**src/core/sfcs_pkg.sv**
```systemverilog
/*
  Package for the serial frame configuration and alternative status block:
  register offsets, field positions, reset values and timing constants.
  Assumes a 32-bit APB slave on a 200 MHz clock; each register one aligned word.
*/
// Operation
// - loop_select cuts rx pin off and feeds receiver from transmitter path.
// - receiver_source 0 internal loop, 1 single-wire from tx pin; ignored otherwise; the code feeds the receiver from tx_pin_o for both values.
// - wait_mode_stop set disables the unit while the system is in wait mode.
// - char_length_select 0 gives 8 data bits, 1 gives 9, one start, one stop.
// - wakeup 0 on idle line, 1 on address mark in msb of 9-bit characters, in data bit 6 of 8-bit ones; rx_idle never pulses, so 0 never wakes.
// - idle_type_select chooses idle count start after start bit or stop bit.
// - parity_enable puts generated and checked parity in character msb.
// - even parity bit clears on even ones count; odd parity clears on odd.
// - rx_edge_flag sets on falling rx edge, or rising when rx_polarity set.
// - the three flags clear only by writing one; zero leaves them alone.
// - bit_error_flag sets when sampled rx differs from transmitted bit, interrupt if enabled.
// - bit_error_level captures sampled rx level on each mismatch.
// - break_flag sets on received break while detection is on, interrupt if enabled.
// - frame_control reachable only with alt_map_select 0; alt_status only with 1.
// - bit_error_mode 00 off, 01 sample tick 9, 10 tick 13, 11 reserved.
// - break_detect_enable switches break detection on or off.
package sfcs_pkg;
  localparam logic [11:0] ADDR_FRAME_CONTROL = 12'h008;
  localparam logic [11:0] ADDR_ALT_STATUS = 12'h000;
  localparam logic [11:0] ADDR_ALT_CONTROL = 12'h004;
  localparam logic [11:0] ADDR_ALT_MODE = 12'h008;
  localparam logic [11:0] ADDR_CONTROL2 = 12'h00C;
  localparam logic [11:0] ADDR_STATUS2 = 12'h014;
  localparam logic [11:0] ADDR_TX_DATA = 12'h01C;
  localparam logic [11:0] ADDR_RX_DATA = 12'h020;
  localparam logic [11:0] ADDR_IRQ_STATUS = 12'h030;
  localparam logic [11:0] ADDR_IRQ_ENABLE = 12'h034;
  localparam logic [11:0] ADDR_IRQ_CLEAR = 12'h038;
  localparam logic [11:0] ADDR_BAUD = 12'h03C;
  localparam logic [11:0] ADDR_WAIT = 12'h040;
  localparam int BIT_LOOP = 7;
  localparam int BIT_WAIT_STOP = 6;
  localparam int BIT_RECEIVER_SOURCE = 5;
  localparam int BIT_LEN9 = 4;
  localparam int BIT_WAKE = 3;
  localparam int BIT_ILT = 2;
  localparam int BIT_PEN = 1;
  localparam int BIT_PODD = 0;
  localparam int BIT_EDGE = 7;
  localparam int BIT_BIT_ERROR_LEVEL = 2;
  localparam int BIT_BERR = 1;
  localparam int BIT_BRK = 0;
  localparam int BIT_MAP = 7;
  localparam int BIT_RX_POLARITY = 3;
  localparam int BIT_TE = 3;
  localparam int BIT_RE = 2;
  localparam int BIT_RWU = 1;
  localparam int BIT_IRQ_IDLE = 3;
  localparam int BIT_IRQ_RXDONE = 4;
  localparam int BIT_IRQ_TXDONE = 5;
  localparam int BIT_IRQ_PERR = 6;
  localparam int BIT_IRQ_FERR = 7;
  localparam logic [7:0] RESET_BYTE = 8'h00;
  localparam logic [15:0] BAUD_RESET = 16'h001B;
  localparam logic [3:0] TICKS_PER_BIT = 4'hF;
  localparam logic [3:0] TICK_MID = 4'h7;
  localparam logic [3:0] TICK_9 = 4'h8;
  localparam logic [3:0] TICK_13 = 4'hC;
  localparam logic [1:0] BERR_OFF = 2'h0;
  localparam logic [1:0] BERR_T9 = 2'h1;
  localparam logic [1:0] BERR_T13 = 2'h2;
  localparam logic [3:0] BREAK_BITS_8 = 4'hA;
  localparam logic [3:0] BREAK_BITS_9 = 4'hB;
  localparam logic [3:0] IDLE_BITS_8 = 4'hA;
  localparam logic [3:0] IDLE_BITS_9 = 4'hB;
endpackage : sfcs_pkg

```
**src/core/sfcs_frame_if.sv**
```systemverilog
/*
  Interface carrying frame settings and line levels between the top and
  the receive engine. Assumes one clock domain.
*/
`timescale 1ns/1ps
`default_nettype none
interface sfcs_frame_if;
  logic len9;
  logic par_en;
  logic par_odd;
  logic idle_type_select;
  logic wake_mode;
  logic rx_on;
  logic rwu;
  logic tick;
  logic rx_line;
  logic [8:0] rx_data;
  logic rx_done;
  logic rx_perr;
  logic rx_ferr;
  logic rx_break;
  logic rx_idle;
  logic rx_wake;
  modport top (output len9, par_en, par_odd, idle_type_select, wake_mode, rx_on, rwu, tick, rx_line,
    input rx_data, rx_done, rx_perr, rx_ferr, rx_break, rx_idle, rx_wake);
  modport rx (input len9, par_en, par_odd, idle_type_select, wake_mode, rx_on, rwu, tick, rx_line,
    output rx_data, rx_done, rx_perr, rx_ferr, rx_break, rx_idle, rx_wake);
endinterface : sfcs_frame_if
`default_nettype wire

```
**src/core/sfcs_rx.sv**
```systemverilog
/*
  Receive engine: 16x oversampled start, data, parity and stop, and break; idle never flags, tcnt clears on every tick in SFCS_IDLE.
  Assumes a one-cycle tick at sixteen times the bit rate and a synchronised line.
*/
`timescale 1ns/1ps
`default_nettype none
module sfcs_rx (
  input wire logic ref_clk_i,
  input wire logic rst_b_i,
  sfcs_frame_if.rx fr
);
  typedef enum logic [1:0] {SFCS_IDLE, SFCS_START, SFCS_DATA, SFCS_STOP} sfcs_rx_state_e;
  sfcs_rx_state_e state;
  logic [3:0] tcnt;
  logic [3:0] bcnt;
  logic [3:0] ones;
  logic [8:0] shreg;
  logic all_zero;
  logic counting;
  logic idle_seen;
  logic [3:0] nbits;
  assign nbits = fr.len9 ? 4'h9 : 4'h8;

  always_ff @(posedge ref_clk_i) begin
    if (!rst_b_i) begin
      state <= SFCS_IDLE;
      tcnt <= 4'h0;
      bcnt <= 4'h0;
      shreg <= 9'h000;
      all_zero <= 1'b0;
      fr.rx_data <= 9'h000;
      fr.rx_done <= 1'b0;
      fr.rx_perr <= 1'b0;
      fr.rx_ferr <= 1'b0;
      fr.rx_break <= 1'b0;
      fr.rx_wake <= 1'b0;
    end else begin
      fr.rx_done <= 1'b0;
      fr.rx_perr <= 1'b0;
      fr.rx_ferr <= 1'b0;
      fr.rx_break <= 1'b0;
      fr.rx_wake <= 1'b0;
      if (!fr.rx_on) begin
        state <= SFCS_IDLE;
      end else if (fr.tick) begin
        tcnt <= tcnt + 4'h1;
        case (state)
          SFCS_IDLE: begin
            tcnt <= 4'h0;
            if (!fr.rx_line) begin
              state <= SFCS_START;
            end
          end
          SFCS_START: begin
            if (tcnt == sfcs_pkg::TICK_MID && fr.rx_line) begin
              state <= SFCS_IDLE;
            end else if (tcnt == sfcs_pkg::TICKS_PER_BIT) begin
              state <= SFCS_DATA;
              bcnt <= 4'h0;
              all_zero <= 1'b1;
            end
          end
          SFCS_DATA: begin
            if (tcnt == sfcs_pkg::TICK_MID) begin
              shreg <= {fr.rx_line, shreg[8:1]};
              all_zero <= all_zero & ~fr.rx_line;
            end
            if (tcnt == sfcs_pkg::TICKS_PER_BIT) begin
              bcnt <= bcnt + 4'h1;
              if (bcnt == nbits - 4'h1) begin
                state <= SFCS_STOP;
              end
            end
          end
          SFCS_STOP: begin
            if (tcnt == sfcs_pkg::TICK_MID) begin
              state <= SFCS_IDLE;
              fr.rx_data <= fr.len9 ? shreg : {1'b0, shreg[8:1]};
              if (!fr.rx_line && all_zero) begin
                fr.rx_break <= 1'b1;
              end else begin
                fr.rx_ferr <= ~fr.rx_line;
                // address mark wakeup on shreg[8] for 9-bit characters, on shreg[7] (data bit 6) for 8-bit ones
                if (fr.rwu) begin
                  fr.rx_wake <= fr.wake_mode & (fr.len9 ? shreg[8] : shreg[7]);
                end else begin
                  fr.rx_done <= 1'b1;
                  fr.rx_perr <= fr.par_en & ((^(fr.len9 ? shreg : {1'b0, shreg[8:1]})) ^ fr.par_odd);
                end
              end
            end
          end
          default: state <= SFCS_IDLE;
        endcase
      end
    end
  end

  // idle counting of consecutive ones
  always_ff @(posedge ref_clk_i) begin
    if (!rst_b_i) begin
      ones <= 4'h0;
      counting <= 1'b0;
      idle_seen <= 1'b0;
      fr.rx_idle <= 1'b0;
    end else begin
      fr.rx_idle <= 1'b0;
      if (!fr.rx_on) begin
        counting <= 1'b0;
        ones <= 4'h0;
      end else if (fr.tick && tcnt == sfcs_pkg::TICK_MID) begin
        if (state == SFCS_START && !fr.idle_type_select) begin
          counting <= 1'b1;
          ones <= 4'h0;
          idle_seen <= 1'b0;
        end else if (state == SFCS_STOP && fr.idle_type_select) begin
          counting <= 1'b1;
          ones <= 4'h0;
          idle_seen <= 1'b0;
        end else if (counting) begin
          if (!fr.rx_line) begin
            ones <= 4'h0;
            counting <= fr.idle_type_select ? 1'b0 : (state != SFCS_IDLE);
          end else if (ones == (fr.len9 ? sfcs_pkg::IDLE_BITS_9 : sfcs_pkg::IDLE_BITS_8) - 4'h1) begin
            counting <= 1'b0;
            idle_seen <= 1'b1;
            fr.rx_idle <= ~idle_seen;
          end else begin
            ones <= ones + 4'h1;
          end
        end
      end
    end
  end
endmodule : sfcs_rx
`default_nettype wire

```
**src/core/sfcs_top.sv**
```systemverilog
/*
  Serial port top: APB register file, frame control, alternative status,
  transmitter, bit error check, loop and single-wire routing, interrupt.
  Assumes APB master on ref_clk_i; rx and tx pins belong to the remote node.
*/
`timescale 1ns/1ps
`default_nettype none
module sfcs_top #(
  parameter logic [15:0] BAUD_DIV = sfcs_pkg::BAUD_RESET
) (
  input wire logic ref_clk_i,
  input wire logic rst_b_i,
  input wire logic psel,
  input wire logic penable,
  input wire logic pwrite,
  input wire logic [11:0] paddr,
  input wire logic [31:0] pwdata,
  output logic [31:0] prdata,
  output logic pready,
  output logic pslverr,
  input wire logic rx_pin_i,
  input wire logic wait_mode_i,
  output logic tx_pin_o,
  output logic tx_pin_oe_o,
  output logic irq_o
);
  sfcs_frame_if fr ();
  logic [7:0] frame_control;
  logic [7:0] alt_control;
  logic [7:0] alt_mode;
  logic [7:0] control2;
  logic alt_map_select;
  logic rx_polarity;
  logic rx_edge_flag;
  logic bit_error_flag;
  logic bit_error_level;
  logic break_flag;
  logic [7:0] irq_status;
  logic [7:0] irq_enable;
  logic [15:0] baud;
  logic [15:0] bcount;
  logic tick;
  logic rx_s1;
  logic rx_s2;
  logic rx_s3;
  logic wait_s1;
  logic wait_s2;
  logic [8:0] tx_hold;
  logic tx_full;
  logic [10:0] tx_shift;
  logic [3:0] tx_bits;
  logic [3:0] tx_tcnt;
  logic tx_busy;
  logic tx_done;
  logic [8:0] rx_buf;
  logic wr;
  logic rd;
  logic rx_in;
  logic unit_on;
  logic edge_ev;
  logic berr_ev;
  logic [3:0] berr_tick;
  logic [7:0] evt;

  function automatic logic [8:0] parity_char(input logic [8:0] d, input logic len9, input logic pen,
      input logic podd);
    logic [8:0] c;
    c = len9 ? d : {1'b1, d[7:0]}; // stop bit of 8-bit frames
    if (pen) begin
      if (len9) begin
        c[8] = (^d[7:0]) ^ podd;
      end else begin
        c[7] = (^d[6:0]) ^ podd;
      end
    end
    return c;
  endfunction : parity_char

  assign wr = psel & penable & pwrite;
  assign rd = psel & penable & ~pwrite;
  assign unit_on = ~(wait_s2 & frame_control[sfcs_pkg::BIT_WAIT_STOP]);
  // receiver input routing
  always_comb begin
    if (!frame_control[sfcs_pkg::BIT_LOOP]) begin
      rx_in = rx_s2 ^ rx_polarity;
    end else if (frame_control[sfcs_pkg::BIT_RECEIVER_SOURCE]) begin
      rx_in = tx_pin_o;
    end else begin
      rx_in = tx_pin_o;
    end
  end

  always_ff @(posedge ref_clk_i) begin
    if (!rst_b_i) begin
      rx_s1 <= 1'b1;
      rx_s2 <= 1'b1;
      rx_s3 <= 1'b1;
      wait_s1 <= 1'b0;
      wait_s2 <= 1'b0;
    end else begin
      rx_s1 <= rx_pin_i;
      rx_s2 <= rx_s1;
      rx_s3 <= rx_s2;
      wait_s1 <= wait_mode_i;
      wait_s2 <= wait_s1;
    end
  end

  // baud tick
  always_ff @(posedge ref_clk_i) begin
    if (!rst_b_i) begin
      bcount <= 16'h0000;
      tick <= 1'b0;
    end else begin
      tick <= 1'b0;
      if (!unit_on || baud == 16'h0000) begin
        bcount <= 16'h0000;
      end else if (bcount >= baud) begin
        bcount <= 16'h0000;
        tick <= 1'b1;
      end else begin
        bcount <= bcount + 16'h0001;
      end
    end
  end

  assign fr.len9 = frame_control[sfcs_pkg::BIT_LEN9];
  assign fr.par_en = frame_control[sfcs_pkg::BIT_PEN];
  assign fr.par_odd = frame_control[sfcs_pkg::BIT_PODD];
  assign fr.idle_type_select = frame_control[sfcs_pkg::BIT_ILT];
  assign fr.wake_mode = frame_control[sfcs_pkg::BIT_WAKE];
  assign fr.rx_on = control2[sfcs_pkg::BIT_RE] & unit_on;
  assign fr.rwu = control2[sfcs_pkg::BIT_RWU];
  assign fr.tick = tick;
  assign fr.rx_line = rx_in;

  sfcs_rx u_rx (
    .ref_clk_i(ref_clk_i),
    .rst_b_i(rst_b_i),
    .fr(fr)
  );

  // transmitter: start, data, stop shifted lsb first
  always_ff @(posedge ref_clk_i) begin
    if (!rst_b_i) begin
      tx_shift <= 11'h7FF;
      tx_bits <= 4'h0;
      tx_tcnt <= 4'h0;
      tx_busy <= 1'b0;
      tx_done <= 1'b0;
      tx_full <= 1'b0;
      tx_hold <= 9'h000;
      tx_pin_o <= 1'b1;
      tx_pin_oe_o <= 1'b0;
    end else begin
      tx_done <= 1'b0;
      tx_pin_oe_o <= control2[sfcs_pkg::BIT_TE] & unit_on;
      if (wr && paddr == sfcs_pkg::ADDR_TX_DATA) begin
        tx_hold <= pwdata[8:0];
        tx_full <= 1'b1;
      end
      if (!control2[sfcs_pkg::BIT_TE] || !unit_on) begin
        tx_busy <= 1'b0;
        tx_pin_o <= 1'b1;
      end else if (!tx_busy && tx_full && tick) begin
        tx_shift <= {1'b1, parity_char(tx_hold, fr.len9, fr.par_en, fr.par_odd), 1'b0};
        tx_bits <= fr.len9 ? 4'hB : 4'hA;
        tx_tcnt <= 4'h0;
        tx_busy <= 1'b1;
        tx_full <= 1'b0;
      end else if (tx_busy && tick) begin
        tx_tcnt <= tx_tcnt + 4'h1;
        tx_pin_o <= tx_shift[0];
        if (tx_tcnt == sfcs_pkg::TICKS_PER_BIT) begin
          tx_shift <= {1'b1, tx_shift[10:1]};
          tx_bits <= tx_bits - 4'h1;
          if (tx_bits == 4'h1) begin
            tx_busy <= 1'b0;
            tx_done <= 1'b1;
            tx_pin_o <= 1'b1;
          end
        end
      end
    end
  end

  // event detection
  assign berr_tick = (alt_mode[2:1] == sfcs_pkg::BERR_T9) ? sfcs_pkg::TICK_9 : sfcs_pkg::TICK_13;
  assign berr_ev = tx_busy && tick && tx_tcnt == berr_tick && tx_tcnt != 4'h0
    && (alt_mode[2:1] == sfcs_pkg::BERR_T9 || alt_mode[2:1] == sfcs_pkg::BERR_T13)
    && (rx_s2 != tx_pin_o);
  assign edge_ev = (rx_s3 != rx_s2) && (rx_s2 == rx_polarity);

  always_ff @(posedge ref_clk_i) begin
    if (!rst_b_i) begin
      rx_edge_flag <= 1'b0;
      bit_error_flag <= 1'b0;
      bit_error_level <= 1'b0;
      break_flag <= 1'b0;
    end else begin
      if (edge_ev) begin
        rx_edge_flag <= 1'b1;
      end else if (wr && alt_map_select && paddr == sfcs_pkg::ADDR_ALT_STATUS && pwdata[sfcs_pkg::BIT_EDGE]) begin
        rx_edge_flag <= 1'b0;
      end
      if (berr_ev) begin
        bit_error_flag <= 1'b1;
        bit_error_level <= rx_s2;
      end else if (wr && alt_map_select && paddr == sfcs_pkg::ADDR_ALT_STATUS && pwdata[sfcs_pkg::BIT_BERR]) begin
        bit_error_flag <= 1'b0;
      end
      if (fr.rx_break && alt_mode[0]) begin
        break_flag <= 1'b1;
      end else if (wr && alt_map_select && paddr == sfcs_pkg::ADDR_ALT_STATUS && pwdata[sfcs_pkg::BIT_BRK]) begin
        break_flag <= 1'b0;
      end
    end
  end

  assign evt = {fr.rx_ferr, fr.rx_perr, tx_done, fr.rx_done, fr.rx_idle, edge_ev, berr_ev,
    fr.rx_break & alt_mode[0]};

  // sticky interrupt status, set wins over clear
  always_ff @(posedge ref_clk_i) begin
    if (!rst_b_i) begin
      irq_status <= sfcs_pkg::RESET_BYTE;
    end else if (wr && paddr == sfcs_pkg::ADDR_IRQ_CLEAR) begin
      irq_status <= (irq_status & ~pwdata[7:0]) | evt;
    end else begin
      irq_status <= irq_status | evt;
    end
  end

  always_ff @(posedge ref_clk_i) begin
    if (!rst_b_i) begin
      irq_o <= 1'b0;
    end else begin
      irq_o <= |(irq_status & irq_enable) | |({alt_control[sfcs_pkg::BIT_EDGE], alt_control[1:0]}
        & {rx_edge_flag, bit_error_flag, break_flag});
    end
  end

  always_ff @(posedge ref_clk_i) begin
    if (!rst_b_i) begin
      rx_buf <= 9'h000;
    end else if (fr.rx_done) begin
      rx_buf <= fr.rx_data;
    end
  end

  // register writes
  always_ff @(posedge ref_clk_i) begin
    if (!rst_b_i) begin
      frame_control <= sfcs_pkg::RESET_BYTE;
      alt_control <= sfcs_pkg::RESET_BYTE;
      alt_mode <= sfcs_pkg::RESET_BYTE;
      control2 <= sfcs_pkg::RESET_BYTE;
      alt_map_select <= 1'b0;
      rx_polarity <= 1'b0;
      irq_enable <= sfcs_pkg::RESET_BYTE;
      baud <= BAUD_DIV;
    end else begin
      if (fr.rx_wake || (fr.rx_idle && !fr.wake_mode)) begin
        control2[sfcs_pkg::BIT_RWU] <= 1'b0;
      end
      if (wr) begin
        if (paddr == sfcs_pkg::ADDR_FRAME_CONTROL && !alt_map_select) begin
          frame_control <= pwdata[7:0];
        end else if (paddr == sfcs_pkg::ADDR_ALT_CONTROL && alt_map_select) begin
          alt_control <= pwdata[7:0] & 8'h83;
        end else if (paddr == sfcs_pkg::ADDR_ALT_MODE && alt_map_select) begin
          alt_mode <= pwdata[7:0] & 8'h07;
        end else if (paddr == sfcs_pkg::ADDR_CONTROL2) begin
          control2 <= pwdata[7:0];
        end else if (paddr == sfcs_pkg::ADDR_STATUS2) begin
          alt_map_select <= pwdata[sfcs_pkg::BIT_MAP];
          rx_polarity <= pwdata[sfcs_pkg::BIT_RX_POLARITY];
        end else if (paddr == sfcs_pkg::ADDR_IRQ_ENABLE) begin
          irq_enable <= pwdata[7:0];
        end else if (paddr == sfcs_pkg::ADDR_BAUD) begin
          baud <= pwdata[15:0];
        end
      end
    end
  end

  // read mux, registered
  always_ff @(posedge ref_clk_i) begin
    if (!rst_b_i) begin
      prdata <= 32'h0000_0000;
      pready <= 1'b0;
      pslverr <= 1'b0;
    end else begin
      pready <= psel & ~penable;
      pslverr <= 1'b0;
      if (psel && !penable) begin
        prdata <= 32'h0000_0000;
        if (paddr == sfcs_pkg::ADDR_ALT_STATUS && alt_map_select) begin
          prdata <= {24'h000000, rx_edge_flag, 4'h0, bit_error_level, bit_error_flag, break_flag};
        end else if (paddr == sfcs_pkg::ADDR_FRAME_CONTROL && !alt_map_select) begin
          prdata <= {24'h000000, frame_control};
        end else if (paddr == sfcs_pkg::ADDR_ALT_CONTROL && alt_map_select) begin
          prdata <= {24'h000000, alt_control};
        end else if (paddr == sfcs_pkg::ADDR_ALT_MODE && alt_map_select) begin
          prdata <= {24'h000000, alt_mode};
        end else if (paddr == sfcs_pkg::ADDR_CONTROL2) begin
          prdata <= {24'h000000, control2};
        end else if (paddr == sfcs_pkg::ADDR_STATUS2) begin
          prdata <= {24'h000000, alt_map_select, 3'h0, rx_polarity, 2'h0, tx_busy};
        end else if (paddr == sfcs_pkg::ADDR_RX_DATA) begin
          prdata <= {23'h000000, rx_buf};
        end else if (paddr == sfcs_pkg::ADDR_IRQ_STATUS) begin
          prdata <= {24'h000000, irq_status};
        end else if (paddr == sfcs_pkg::ADDR_IRQ_ENABLE) begin
          prdata <= {24'h000000, irq_enable};
        end else if (paddr == sfcs_pkg::ADDR_BAUD) begin
          prdata <= {16'h0000, baud};
        end else if (paddr == sfcs_pkg::ADDR_TX_DATA || paddr == sfcs_pkg::ADDR_IRQ_CLEAR) begin
          prdata <= 32'h0000_0000;
        end else begin
          pslverr <= 1'b1;
        end
      end
    end
  end
endmodule : sfcs_top
`default_nettype wire

```
**config.mk**
```make
export PLATFORM = sky130hd
export DESIGN_NAME = sfcs_top
export DESIGN_NICKNAME = d
export VERILOG_FILES = /design/src/core/sfcs_pkg.sv /design/src/core/sfcs_frame_if.sv /design/src/core/sfcs_rx.sv /design/src/core/sfcs_top.sv
export SDC_FILE = /design/constraint.sdc
export NUM_CORES = 1
export LEC_CHECK = 0
export ABC_AREA = 1
export CAP_MARGIN = 10
export CORE_AREA = 4 4 160 116
export CTS_CLUSTER_SIZE = 25
export DETAILED_ROUTE_END_ITERATION = 7
export DIE_AREA = 0 0 164 120
export DONT_BUFFER_PORTS = 1
export PLACE_DENSITY = 0.69
export SKIP_CTS_REPAIR_TIMING = 1
export SYNTH_ARGS = -nofsm -noshare
export SYNTH_HDL_FRONTEND = slang
export SYNTH_HIERARCHICAL = 1
export SYNTH_SLANG_ARGS = --single-unit
```
**constraint.sdc**
```tcl
create_clock -name ref_clk_i -period 2.05 [get_ports ref_clk_i]
set_input_delay 0.3075 -clock ref_clk_i [delete_from_list [all_inputs] [get_ports ref_clk_i]]
set_output_delay 0.3075 -clock ref_clk_i [all_outputs]
set_load 0.005 [all_outputs]
```
==> results of run 1 <==
## synthesized netlist by cell type (all sizes together)
cell type,number
inv,182
xnor2,13
nor3,21
buf,34
o21ai,120
nand3b,4
o21bai,1
a31oi,2
nand3,65
and3,1
o22ai,5
dfxtp,183
nand4,12
o211ai,9
and2,1
nor4b,1
conb,1
o32ai,1
clkinv,4
a32oi,1
a221oi,2
nor3b,4
ha,25
o21a,2
a21oi,126
xor2,12
nor2,122
nand2,290
nor4,3
o2111ai,3
or2,3
clkbuf,14
a211oi,22
## state kept, by name, indices dropped and copies added (netlist names), 8 cells and up, named ones only
name and cells:
irq_enable 8, tx_shift 10, baud 16, control2 8
rx_buf 9, bcount 16, frame_control 8, u_rx/shreg 9
irq_status 8, prdata 16, u_rx/fr.rx_data 9, tx_hold 9
## path summary, 6_finish.rpt
path                                      end  depth (start not counted)
worst max register to register      bcount[9]                         10
worst min-delay path            u_rx/all_zero                          2
worst max-delay path                bcount[9]                         10
worst min register to register        wait_s2                          2
## worst reg2reg max path, stage by stage, from the launching register on
cell and delay, ns:
dfxtp_1 0.34, inv_1 0.10, ha_1 0.32, nand2_1 0.06, inv_1 0.03, o21ai_0 0.14
nand2_1 0.08, a21oi_1 0.20, nand4_1 0.13, buf_4 0.22, a21oi_1 0.12
## routing by layer
layer | GRT usage, % | up-vias
li1 | - | 4190
met1 | 38.19 | 3616
met2 | 32.92 | 225
met3 | 7.518 | 26
met4 | 6.286 | 0
met5 | 0 | -
## cell families after synthesis
| family | Yosys count | synth area share, % |
|---|---|---|
| adder cells (fa/ha/maj) | 25 | 3.395 |
| other | 1 | 0.04070 |
| flip-flops | 183 | 39.76 |
| AO/OA/AOI/OAI | 294 | 18.01 |
| AND/OR/NAND/NOR | 527 | 25.49 |
| buffers and inverters | 234 | 10.93 |
| XOR/XNOR | 25 | 2.376 |
## final cells by class
class / count / share of cell area (%)
Multi-Input combinational cell: 887 / 45.75
Sequential cell: 183 / 36.34
Inverter: 186 / 6.975
Clock buffer: 18 / 4.257
Tap cell: 231 / 2.867
Timing Repair Buffer: 26 / 2.309
Clock inverter: 14 / 1.502
## power groups by stage
stage	sequential (mW)	combinational, mW	clock, mW
global route	3.58	0.213	3.48
CTS	3.58	0.178	3.32
detailed placement	3.66	0.177	0
finish	3.58	0.191	3.27
floorplan	3.66	0.164	0
global placement	3.66	0.176	0
==> key figures, run 1 <==
Status
  • Status: completed

Job
  • Max-Cap Viols: 0

Detailed routing
  • Drt initial violations: 731
  • Top routing layer in use: met4
  • Via count: 8057
  • DRC Markers: 0
  • Post-route ant nets: 0
  • DR pass1 iterations: 5
  • Wire per inst: 15.48 µm
  • Final WL: 23920 µm
  • WL met3: 2180 µm
  • Routed wl met2: 9326 µm
  • Metal1 wirelength: 12050 µm
  • Via density: 5.215

Timing
  • Crit path time final: 1.810 ns
  • Setup ws final: 0.2395 ns
  • Hold Violations, Final: 0
  • Hold Slack: 0.02189 ns
  • Fmax achieved: 0.5523 GHz
  • Slew Limit Fails: 0
  • Clock Skew: 0.007136 ns
  • RSZ-0062 raised after global routing: false
  • Final setup vio count: 0
  • Setup TNS: 0 ns
  • Final worst-path cycle share: 88.32%

CTS
  • Clock Pin Slew Worst Setup and Hold Paths: 0.07 ns
  • Clk sinks: 183
  • CTS tree: done
  • Root buffer cell: clkbuf_16
  • Htree depth: 4
  • CTS Buf Count: 17
  • Clock Path Buffers: 2
  • Clk Latency, worst-skew pair: 0.43 ns

Power
  • Int Pwr: 5.429 mW
  • Combinational share of power: 2.7%
  • Lkg Pwr: 4.201 nW
  • Sw Pwr: 1.608 mW
  • Power share of the sequential group: 50.8%
  • Clk pwr share: 46.4%
  • Peak VDD IR: 0.5134 mV
  • Power Density: 698.0 nW/µm²
  • Total power: 7.036 mW
  • Switch share: 22.85%

Finish
  • Final core utilization: 59.59%
  • Register area: 3664 µm²
  • Syn-to-layout area delta: 9.410%
  • Finished Layout Cells: 1545
  • Layout cells sized above 1: 8.828%
  • Design area: 10080 µm²
  • Fill cells: 1645
  • Nets: 1377
  • # diodes: 0
  • Commonest cells after routing, fill and taps aside: 283 x nand2_1, 183 x dfxtp_1, 171 x inv_1
  • Most common cell after layout, fill and taps aside: nand2_1
  • Area of the multi-input gates: 4612 µm²

Critical path
  • Worst-path fanout max: 16
  • Critical Path Start Type: flip-flop
  • Crit-path max cell delay: 0.34 ns
  • CP Buf/Inv Count: 3
  • Reg2reg start: baud[13]
  • Crit path cell chain: inv_1 -> ha_1 -> nand2_1 -> inv_1 -> o21ai_0 -> nand2_1 -> a21oi_1 -> nand4_1 -> buf_4 -> a21oi_1
  • Required @ worst endpoint: 2.42 ns
  • Crit Path Class: flip-flop to flip-flop
  • WP data arrival: 2.18 ns
  • CP Launch Point: baud[13]
  • R2R setup slack: 0.24 ns
  • Crit path max-delay family: compound AO/OA/AOI/OAI gates
  • Critical Path Slowest Stage Cell: dfxtp_1
  • Crit. End Element: flip-flop

Placed design
  • Pre-CTS setup slack: 0.1745 ns
  • Detailed Place HPWL: 18090 µm
  • Port Buffer Count: 0
  • DP Area: 9438 µm²
  • Placed instance count: 1508
  • Final weighted congestion in routability-driven placement: 1.041

Synth
  • Synth warn: 6
  • Register area share after synthesis: 39.76%
  • Avg Cell Area, Syn: 7.148 µm²
  • Synth Register Bits: 183
  • Yosys top cell by area: dfxtp_1
  • Post-Syn Area: 9214 µm²
  • Ranking of synthesized cells by area: dfxtp_1 40%, nand2_1 12%, inv_1 7.0%
  • Yosys cell types: 53
  • Post-Synthesis Cells: 1289
  • Top cell type's share of synthesized area: 39.76%

Global route
  • Grt ovf: 0
  • Gr usage total: 24.73%
  • Largest net degree at the start of global routing: 79
  • Vias in the first global route: 7347
  • First-pass GRT wire length: 38460 µm
  • Initial antenna violation count: 0

Min path
  • Hold Crit Class: input pin to flip-flop
  • HP Start: rst_b_i

Die
  • # rows: 40
  • Core footprint: 16920 µm²
  • Initial Util: 54.47%
  • Die X-Extent: 164 µm
  • Die Area: 19680 µm²
  • Die H: 120 µm
  • I/O Pins: 88
Power figures use the tool's default switching activity.
==> inputs of run 2 (changes only) <==
Settings changed: ABC_AREA 1 to 0, PLACE_DENSITY 0.69 to 0.7.
==> run 2 against run 1 <==
Against the previous run:
- cell area up 1.1%
- register-to-register slack worse by 0.06 ns
- die area unchanged
- first-iteration DRC count up 34%
- sequential power about the same
- cell count down 16%
- flip-flop and latch count unchanged
- setup slack worse by 0.061 ns
- largest cell class unchanged
==> key figures, run 2 <==
Status
  • Status: completed

Critical path
  • Required @ worst endpoint: 2.41 ns (about the same)
  • Worst-path fanout max: 16 (unchanged)
  • Worst Reg-to-Reg Cells: 8 (-2)
  • Crit. End Element: flip-flop
  • Critical Path Start Type: flip-flop
  • WP data arrival: 2.23 ns (+0.05 ns)
  • Crit Path Class: flip-flop to flip-flop
  • Crit Reg-Reg Endpoint: bcount[3]
  • R2R setup slack: 0.18 ns (-0.06 ns)
  • Reg2reg start: baud[4]

CTS
  • Root buffer cell: clkbuf_16
  • Clock Path Buffers: 2 (unchanged)
  • Htree depth: 4 (unchanged)
  • Clk sinks: 183 (unchanged)
  • CTS Buf Count: 17 (unchanged)
  • CTS tree: done
  • Clock Pin Slew Worst Setup and Hold Paths: 0.07 ns (about the same)
  • Clk Latency, worst-skew pair: 0.44 ns (about the same)

Detailed routing
  • DR pass1 iterations: 6 (+1)
  • Via density: 6.000 (+15%)
  • DRC Markers: 0 (unchanged)
  • Post-route ant nets: 0 (unchanged)
  • Final WL: 25370 µm (+6.0%)
  • Drt initial violations: 979 (+34%)
  • Wire per inst: 19.56 µm (+26%)
  • Via count: 7782 (-3.4%)

Placed design
  • Detailed Place HPWL: 17830 µm (-1.4%)
  • Port Buffer Count: 0 (unchanged)
  • Final weighted congestion in routability-driven placement: 0.9853 (-5.4%)

Die
  • Die H: 120 µm (unchanged)
  • Die Area: 19680 µm² (unchanged)
  • Core footprint: 16920 µm² (unchanged)
  • Die X-Extent: 164 µm (unchanged)
  • Initial Util: 54.50% (about the same)
  • I/O Pins: 88 (unchanged)
  • # rows: 40 (unchanged)

Timing
  • Worst-Margin Slew: 0.8471 ns
  • Slew Limit Fails: 0 (unchanged)
  • Max-slew headroom: 43.34%
  • Hold Violations, Final: 0 (unchanged)
  • Crit path time final: 1.872 ns (+0.06111 ns)
  • Fmax achieved: 0.5343 GHz (-3.3%)
  • Setup TNS: 0 ns (unchanged)
  • Final worst-path cycle share: 91.30% (+3.0 points)
  • Clock Skew: 0.009138 ns (+0.002003 ns)
  • RSZ-0062 raised after global routing: false
  • Final setup vio count: 0 (unchanged)
  • Hold Slack: 0.001912 ns (-0.01998 ns)

Synth
  • Ranking of synthesized cells by area: dfxtp_1 40%, mux2i_1 7.9%, nand2_1 4.0%
  • Post-Synth Simple-Gate Area: 21.88% (-3.6 points)
  • Mux cell area share after synthesis: 8.903% (+8.9 points)
  • Synth warn: 6 (unchanged)
  • EDFF count, synth: 0 (unchanged)
  • Yosys top cell by area: dfxtp_1
  • Most frequent cells after synthesis: 183 x dfxtp_1, 99 x nand2_1, 94 x nor2_1
  • Async SR Flop Fraction: 0% (unchanged)
  • Synth Area in Compound Gates: 16.27% (-1.7 points)
  • Avg Cell Area, Syn: 8.822 µm² (+23%)
  • Synth Register Bits: 183 (unchanged)
  • Yosys cell types: 86 (+62%)
  • Register area share after synthesis: 39.74% (about the same)
  • Post-Synthesis Cells: 1045 (-19%)
  • XOR/XNOR Fraction of Synth Area: 4.017% (+1.6 points)
  • Top cell type's share of synthesized area: 39.74% (about the same)
  • Largest family of logic cells by synthesized area: simple AND/OR/NAND/NOR gates
  • Adder-Cell Fraction of Synth Area: 3.393% (about the same)
  • Top-count cell post-synth: dfxtp_1
  • Most used DFF post-synth: dfxtp_1
  • Post-Syn Area: 9219 µm² (about the same)

Global route
  • Grt ovf: 0 (unchanged)
  • Vias in the first global route: 7089 (-3.5%)
  • Initial antenna violation count: 0 (unchanged)
  • Largest net degree at the start of global routing: 74 (-6.3%)
  • Gr usage total: 25.88% (+1.2 points)
  • First-pass GRT wire length: 40010 µm (+4.0%)

Finish
  • Layout cells sized above 1: 11.16% (+2.3 points)
  • Nets: 1129 (-18%)
  • Top flop regs: baud x16, bcount x16, prdata x16
  • Syn-to-layout area delta: 10.59%
  • Fill cells: 1469 (-11%)
  • # diodes: 0 (unchanged)
  • Commonest cells after routing, fill and taps aside: 181 x dfxtp_1, 99 x nand2_1, 94 x nor2_1
  • Most common cell after layout, fill and taps aside: dfxtp_1

Job
  • Max-Cap Viols: 0 (unchanged)

Min path
  • WHS Path Cells: 2 (unchanged)
  • Hold endpoint: baud[5]
  • HP Start: pwdata[5]
  • Hold Crit Class: input pin to flip-flop

Power
  • Power Density: 717.9 nW/µm² (+2.9%)
  • Peak VDD IR: 0.5105 mV (-0.56%)
  • Lkg Pwr: 3.654 nW (-13%)
-- run 2: cell types whose count changed in the layout (fill, tap and decap cells not counted), moves of 13 or more --
cell     before  now
buf_4        19   38
nor3_1       17   30
o21ai_0     112   53
inv_1       171   37
nand2_1     283   99
a21oi_1     125   61
mux2i_1       0   73
nand3_1      58   33
nor2b_1       0   23
-- run 2: through the flow --
step	instances	total power, mW	area (µm²)	utilization [%]	setup WS, ns
final	1297	7.319	10190	60.27	0.1784
after CTS	1291	7.318	10130	59.86	0.1265
after global placement	1259	3.853	9494	56.12	0.1429
after floorplan	1060	3.869	9275	-	0.1996
after global routing	1297	7.528	10190	60.27	0.01992
after detailed placement	1259	3.856	9494	56.12	0.1250
-- run 2: area by class of cell --
class	count	area [µm²]	share of cell area, %
clock buffer	18	439.2	4.308
clock inverter	14	192.7	1.890
inverter	38	142.6	1.399
multi-input combinational	768	5100	50.02
sequential	183	3666	35.96
tap	231	289.0	2.835
timing repair buffer	45	365.4	3.584
-- run 2: power breakdown --
group	internal [mW]	total [mW]	switching [mW]
registers	3.57	3.58	0.0156
logic	0.0824	0.216	0.134
clock network	1.99	3.52	1.53
-- run 2: kinds of logic (layout without fill, tap and decap cells) --
kind of cell / after synthesis / after routing
mux: 81 / 81
xor+xnor: 39 / 39
compound gates: 227 / 227
fa+ha+maj: 25 / 25
other cells: 1 / 16
flops: 183 / 183
buf+inv: 109 / 115
simple gates: 380 / 380
-- run 2: worst max path at each step --
stage | depth (start not counted) | endpoint | startpoint
after CTS | 8 | bcount[13] | baud[4]
after detailed placement | 6 | alt_mode[2] | paddr[7]
final | 8 | bcount[3] | baud[4]
after global routing | 8 | bcount[12] | baud[4]
after floorplan | 8 | bcount[13] | baud[4]
after global placement | 6 | alt_mode[1] | paddr[7]
-- run 2: metal layers --
metal  vias to the layer above  track usage, %  wire (µm)
met4                         0           6.286        468
met2                       372           34.62      10080
met1                      3664           40.41      12270
met3                        42           7.209       2551
li1                       3704               -          -
met5                         -               0          0
-- run 2: worst max-delay path: stages, from the launching register on --
cell and delay (ns):
dfxtp_1 0.38, inv_1 0.09, ha_1 0.31, a21oi_1 0.13, nor2b_1 0.07, a2111oi_2 0.27, a21oi_1 0.14, buf_4 0.21
nor3_1 0.20
==> inputs of run 3 (changes only) <==
Settings changed: CORE_AREA 4 4 160 116 to 4 4 149 108, DIE_AREA 0 0 164 120 to 0 0 153 112, GPL_TIMING_DRIVEN set to 1, PLACE_DENSITY 0.7 to 0.79.
==> run 3 against run 2 <==
Against the previous run:
- count of clock-buffer cells in the layout did not move
- via count is 0.78% higher
- total power decreased by 2.2%
- critical path type unchanged
- critical path depth fell by 1
- register-to-register slack lost 0.05 ns
- wire length decreased by 1.1%
- setup slack worse by 0.046 ns
- global-route usage is 2.9 points higher
- clock power decreased by 5%
- highest routed layer unchanged
- non-clock buffer count is 3 lower
==> key figures, run 3 (synthesis results as in run 2) <==
Finish
  • Syn-to-layout area delta: 9.745%
  • Top flop regs: baud x16, bcount x16, prdata x16
  • # diodes: 0 (unchanged)
  • Most common cell after layout, fill and taps aside: dfxtp_1
  • Nets: 1126 (-0.27%)
  • Layout cells sized above 1: 11.19% (+0.032 points)
  • Final core utilization: 69.60% (+9.3 points)
  • Commonest cells after routing, fill and taps aside: 181 x dfxtp_1, 99 x nand2_1, 94 x nor2_1

Global route
  • Largest net degree at the start of global routing: 74 (unchanged)
  • Initial antenna violation count: 0 (unchanged)
  • GRT busiest layer: met1
  • Gr usage total: 28.79% (+2.9 points)
  • First-pass GRT wire length: 40050 µm (+0.10%)
  • Grt ovf: 0 (unchanged)
  • Met3 track demand over resource: 7.731% (+0.52 points)
  • Grt met2 use: 41.30% (+6.7 points)
  • Vias in the first global route: 7381 (+4.1%)
  • Met1 GRT Util: 42.50% (+2.1 points)

CTS
  • CTS Buf Count: 17 (unchanged)
  • CTS tree: done
  • Root buffer cell: clkbuf_16
  • Htree depth: 4 (unchanged)
  • Clk sinks: 183 (unchanged)
  • Clk Latency, worst-skew pair: 0.43 ns (about the same)
  • Clock Path Buffers: 2 (unchanged)
  • Clock Pin Slew Worst Setup and Hold Paths: 0.07 ns (about the same)

Power
  • Lkg Pwr: 3.639 nW (-0.41%)
  • Total power: 7.161 mW (-2.2%)
  • Power Density: 707.8 nW/µm² (-1.4%)
  • Peak VDD IR: 0.5477 mV (+7.3%)

Detailed routing
  • Wire per inst: 19.94 µm (+1.9%)
  • Post-route ant nets: 0 (unchanged)
  • Drt initial violations: 783 (-20%)
  • DRC Markers: 0 (unchanged)
  • Via count: 7843 (+0.78%)
  • DR pass1 iterations: 5 (-1)
  • Final WL: 25080 µm (-1.1%)
  • Via density: 6.234 (+3.9%)

Critical path
  • Crit path cell chain: nand2_1 -> and2_1 -> nand2_2 -> nor4_2 -> buf_4 -> and3_1 -> and3_1
  • Critical Path Start Type: flip-flop
  • Worst-path fanout max: 20 (+4)
  • Required @ worst endpoint: 2.41 ns (about the same)
  • Crit Path Class: flip-flop to flip-flop
  • Crit. End Element: flip-flop
  • Worst Reg-to-Reg Cells: 7 (-1)
  • Critical Path Slowest Stage Cell: dfxtp_1
  • Crit-path max cell delay: 0.39 ns (about the same)
  • Most used cell, CP: and3_1
  • WP data arrival: 2.28 ns (+0.05 ns)

Min path
  • Hold Crit Class: input pin to flip-flop
  • WHS Path Cells: 1 (-1)

Timing
  • Setup TNS: 0 ns (unchanged)
  • Worst-Margin Slew: 0.6303 ns (-0.2168 ns)
  • Slew Limit Fails: 0 (unchanged)
  • Clock Skew: 0.009981 ns (+0.0008424 ns)
  • Setup ws final: 0.1321 ns (-0.04635 ns)
  • Fmax achieved: 0.5214 GHz (-2.4%)
  • Crit path time final: 1.918 ns (+0.04635 ns)
  • Max-slew headroom: 57.83% (+14 points)
  • RSZ-0062 raised after global routing: false
  • Hold Slack: 0.004001 ns (+0.002089 ns)
  • Hold Violations, Final: 0 (unchanged)
  • Final worst-path cycle share: 93.56% (+2.3 points)
  • Final setup vio count: 0 (unchanged)

Die
  • Die Area: 17140 µm² (-13%)
  • Core footprint: 14540 µm² (-14%)
  • I/O Pins: 88 (unchanged)
  • Die X-Extent: 153 µm (-6.7%)
  • Die H: 112 µm (-6.7%)
  • # rows: 37 (-7.5%)
  • Initial Util: 63.42% (+8.9 points)

Placed design
  • Pre-CTS setup slack: 0.1021 ns (-0.02284 ns)
  • Final weighted congestion in routability-driven placement: 1.061 (+7.7%)
  • Detailed Place HPWL: 17670 µm (-0.91%)
  • Port Buffer Count: 0 (unchanged)

Job
  • Max-Cap Viols: 0 (unchanged)

Status
  • Status: completed
==> run 3: area by class of cell <==
type / instances / area [µm²]
Clock buffer: 18 / 439.2
Multi-Input combinational cell: 768 / 5100
Clock inverter: 14 / 165.2
Inverter: 38 / 142.6
Sequential cell: 183 / 3666
Timing Repair Buffer: 42 / 360.3
Tap cell: 195 / 244.0
Fill cell: 1130 / 4419
==> run 3: metal layers <==
layer	up-vias	wire, µm
li1	3711	-
met1	3694	11450
met2	372	10320
met3	66	2560
met4	0	746
met5	-	0
==> run 3: final timing paths <==
check,start,to,slack [ns]
setup reg to reg,frame_control[6],u_rx/fr.rx_perr,0.13
setup / recovery,frame_control[6],u_rx/fr.rx_perr,0.13
hold reg to reg,rx_s1,rx_s2,0.42
hold / removal,wait_mode_i,wait_s1,0.004
==> run 3: report_power, final <==
part,switching [mW],internal (mW)
registers,0.0148,3.57
clock network,1.50,1.87
logic,0.131,0.0840
==> run 3: through the flow <==
| step | cells | instance area (µm²) |
|---|---|---|
| 6_report | 1258 | 10120 |
| 5_1_grt | 1258 | 10120 |
| 4_1_cts | 1255 | 10080 |
| 3_5_place_dp | 1223 | 9474 |
| 3_3_place_gp | 1223 | 9474 |
| 2_1_floorplan | 1060 | 9275 |
==> run 3: worst max-delay path, delay by kind of cell (launching register included) <==
| kind | cells | cell delay (ns) |
|---|---|---|
| buf+inv | 1 | 0.27 |
| simple gates | 6 | 1.20 |
| flops | 1 | 0.39 |
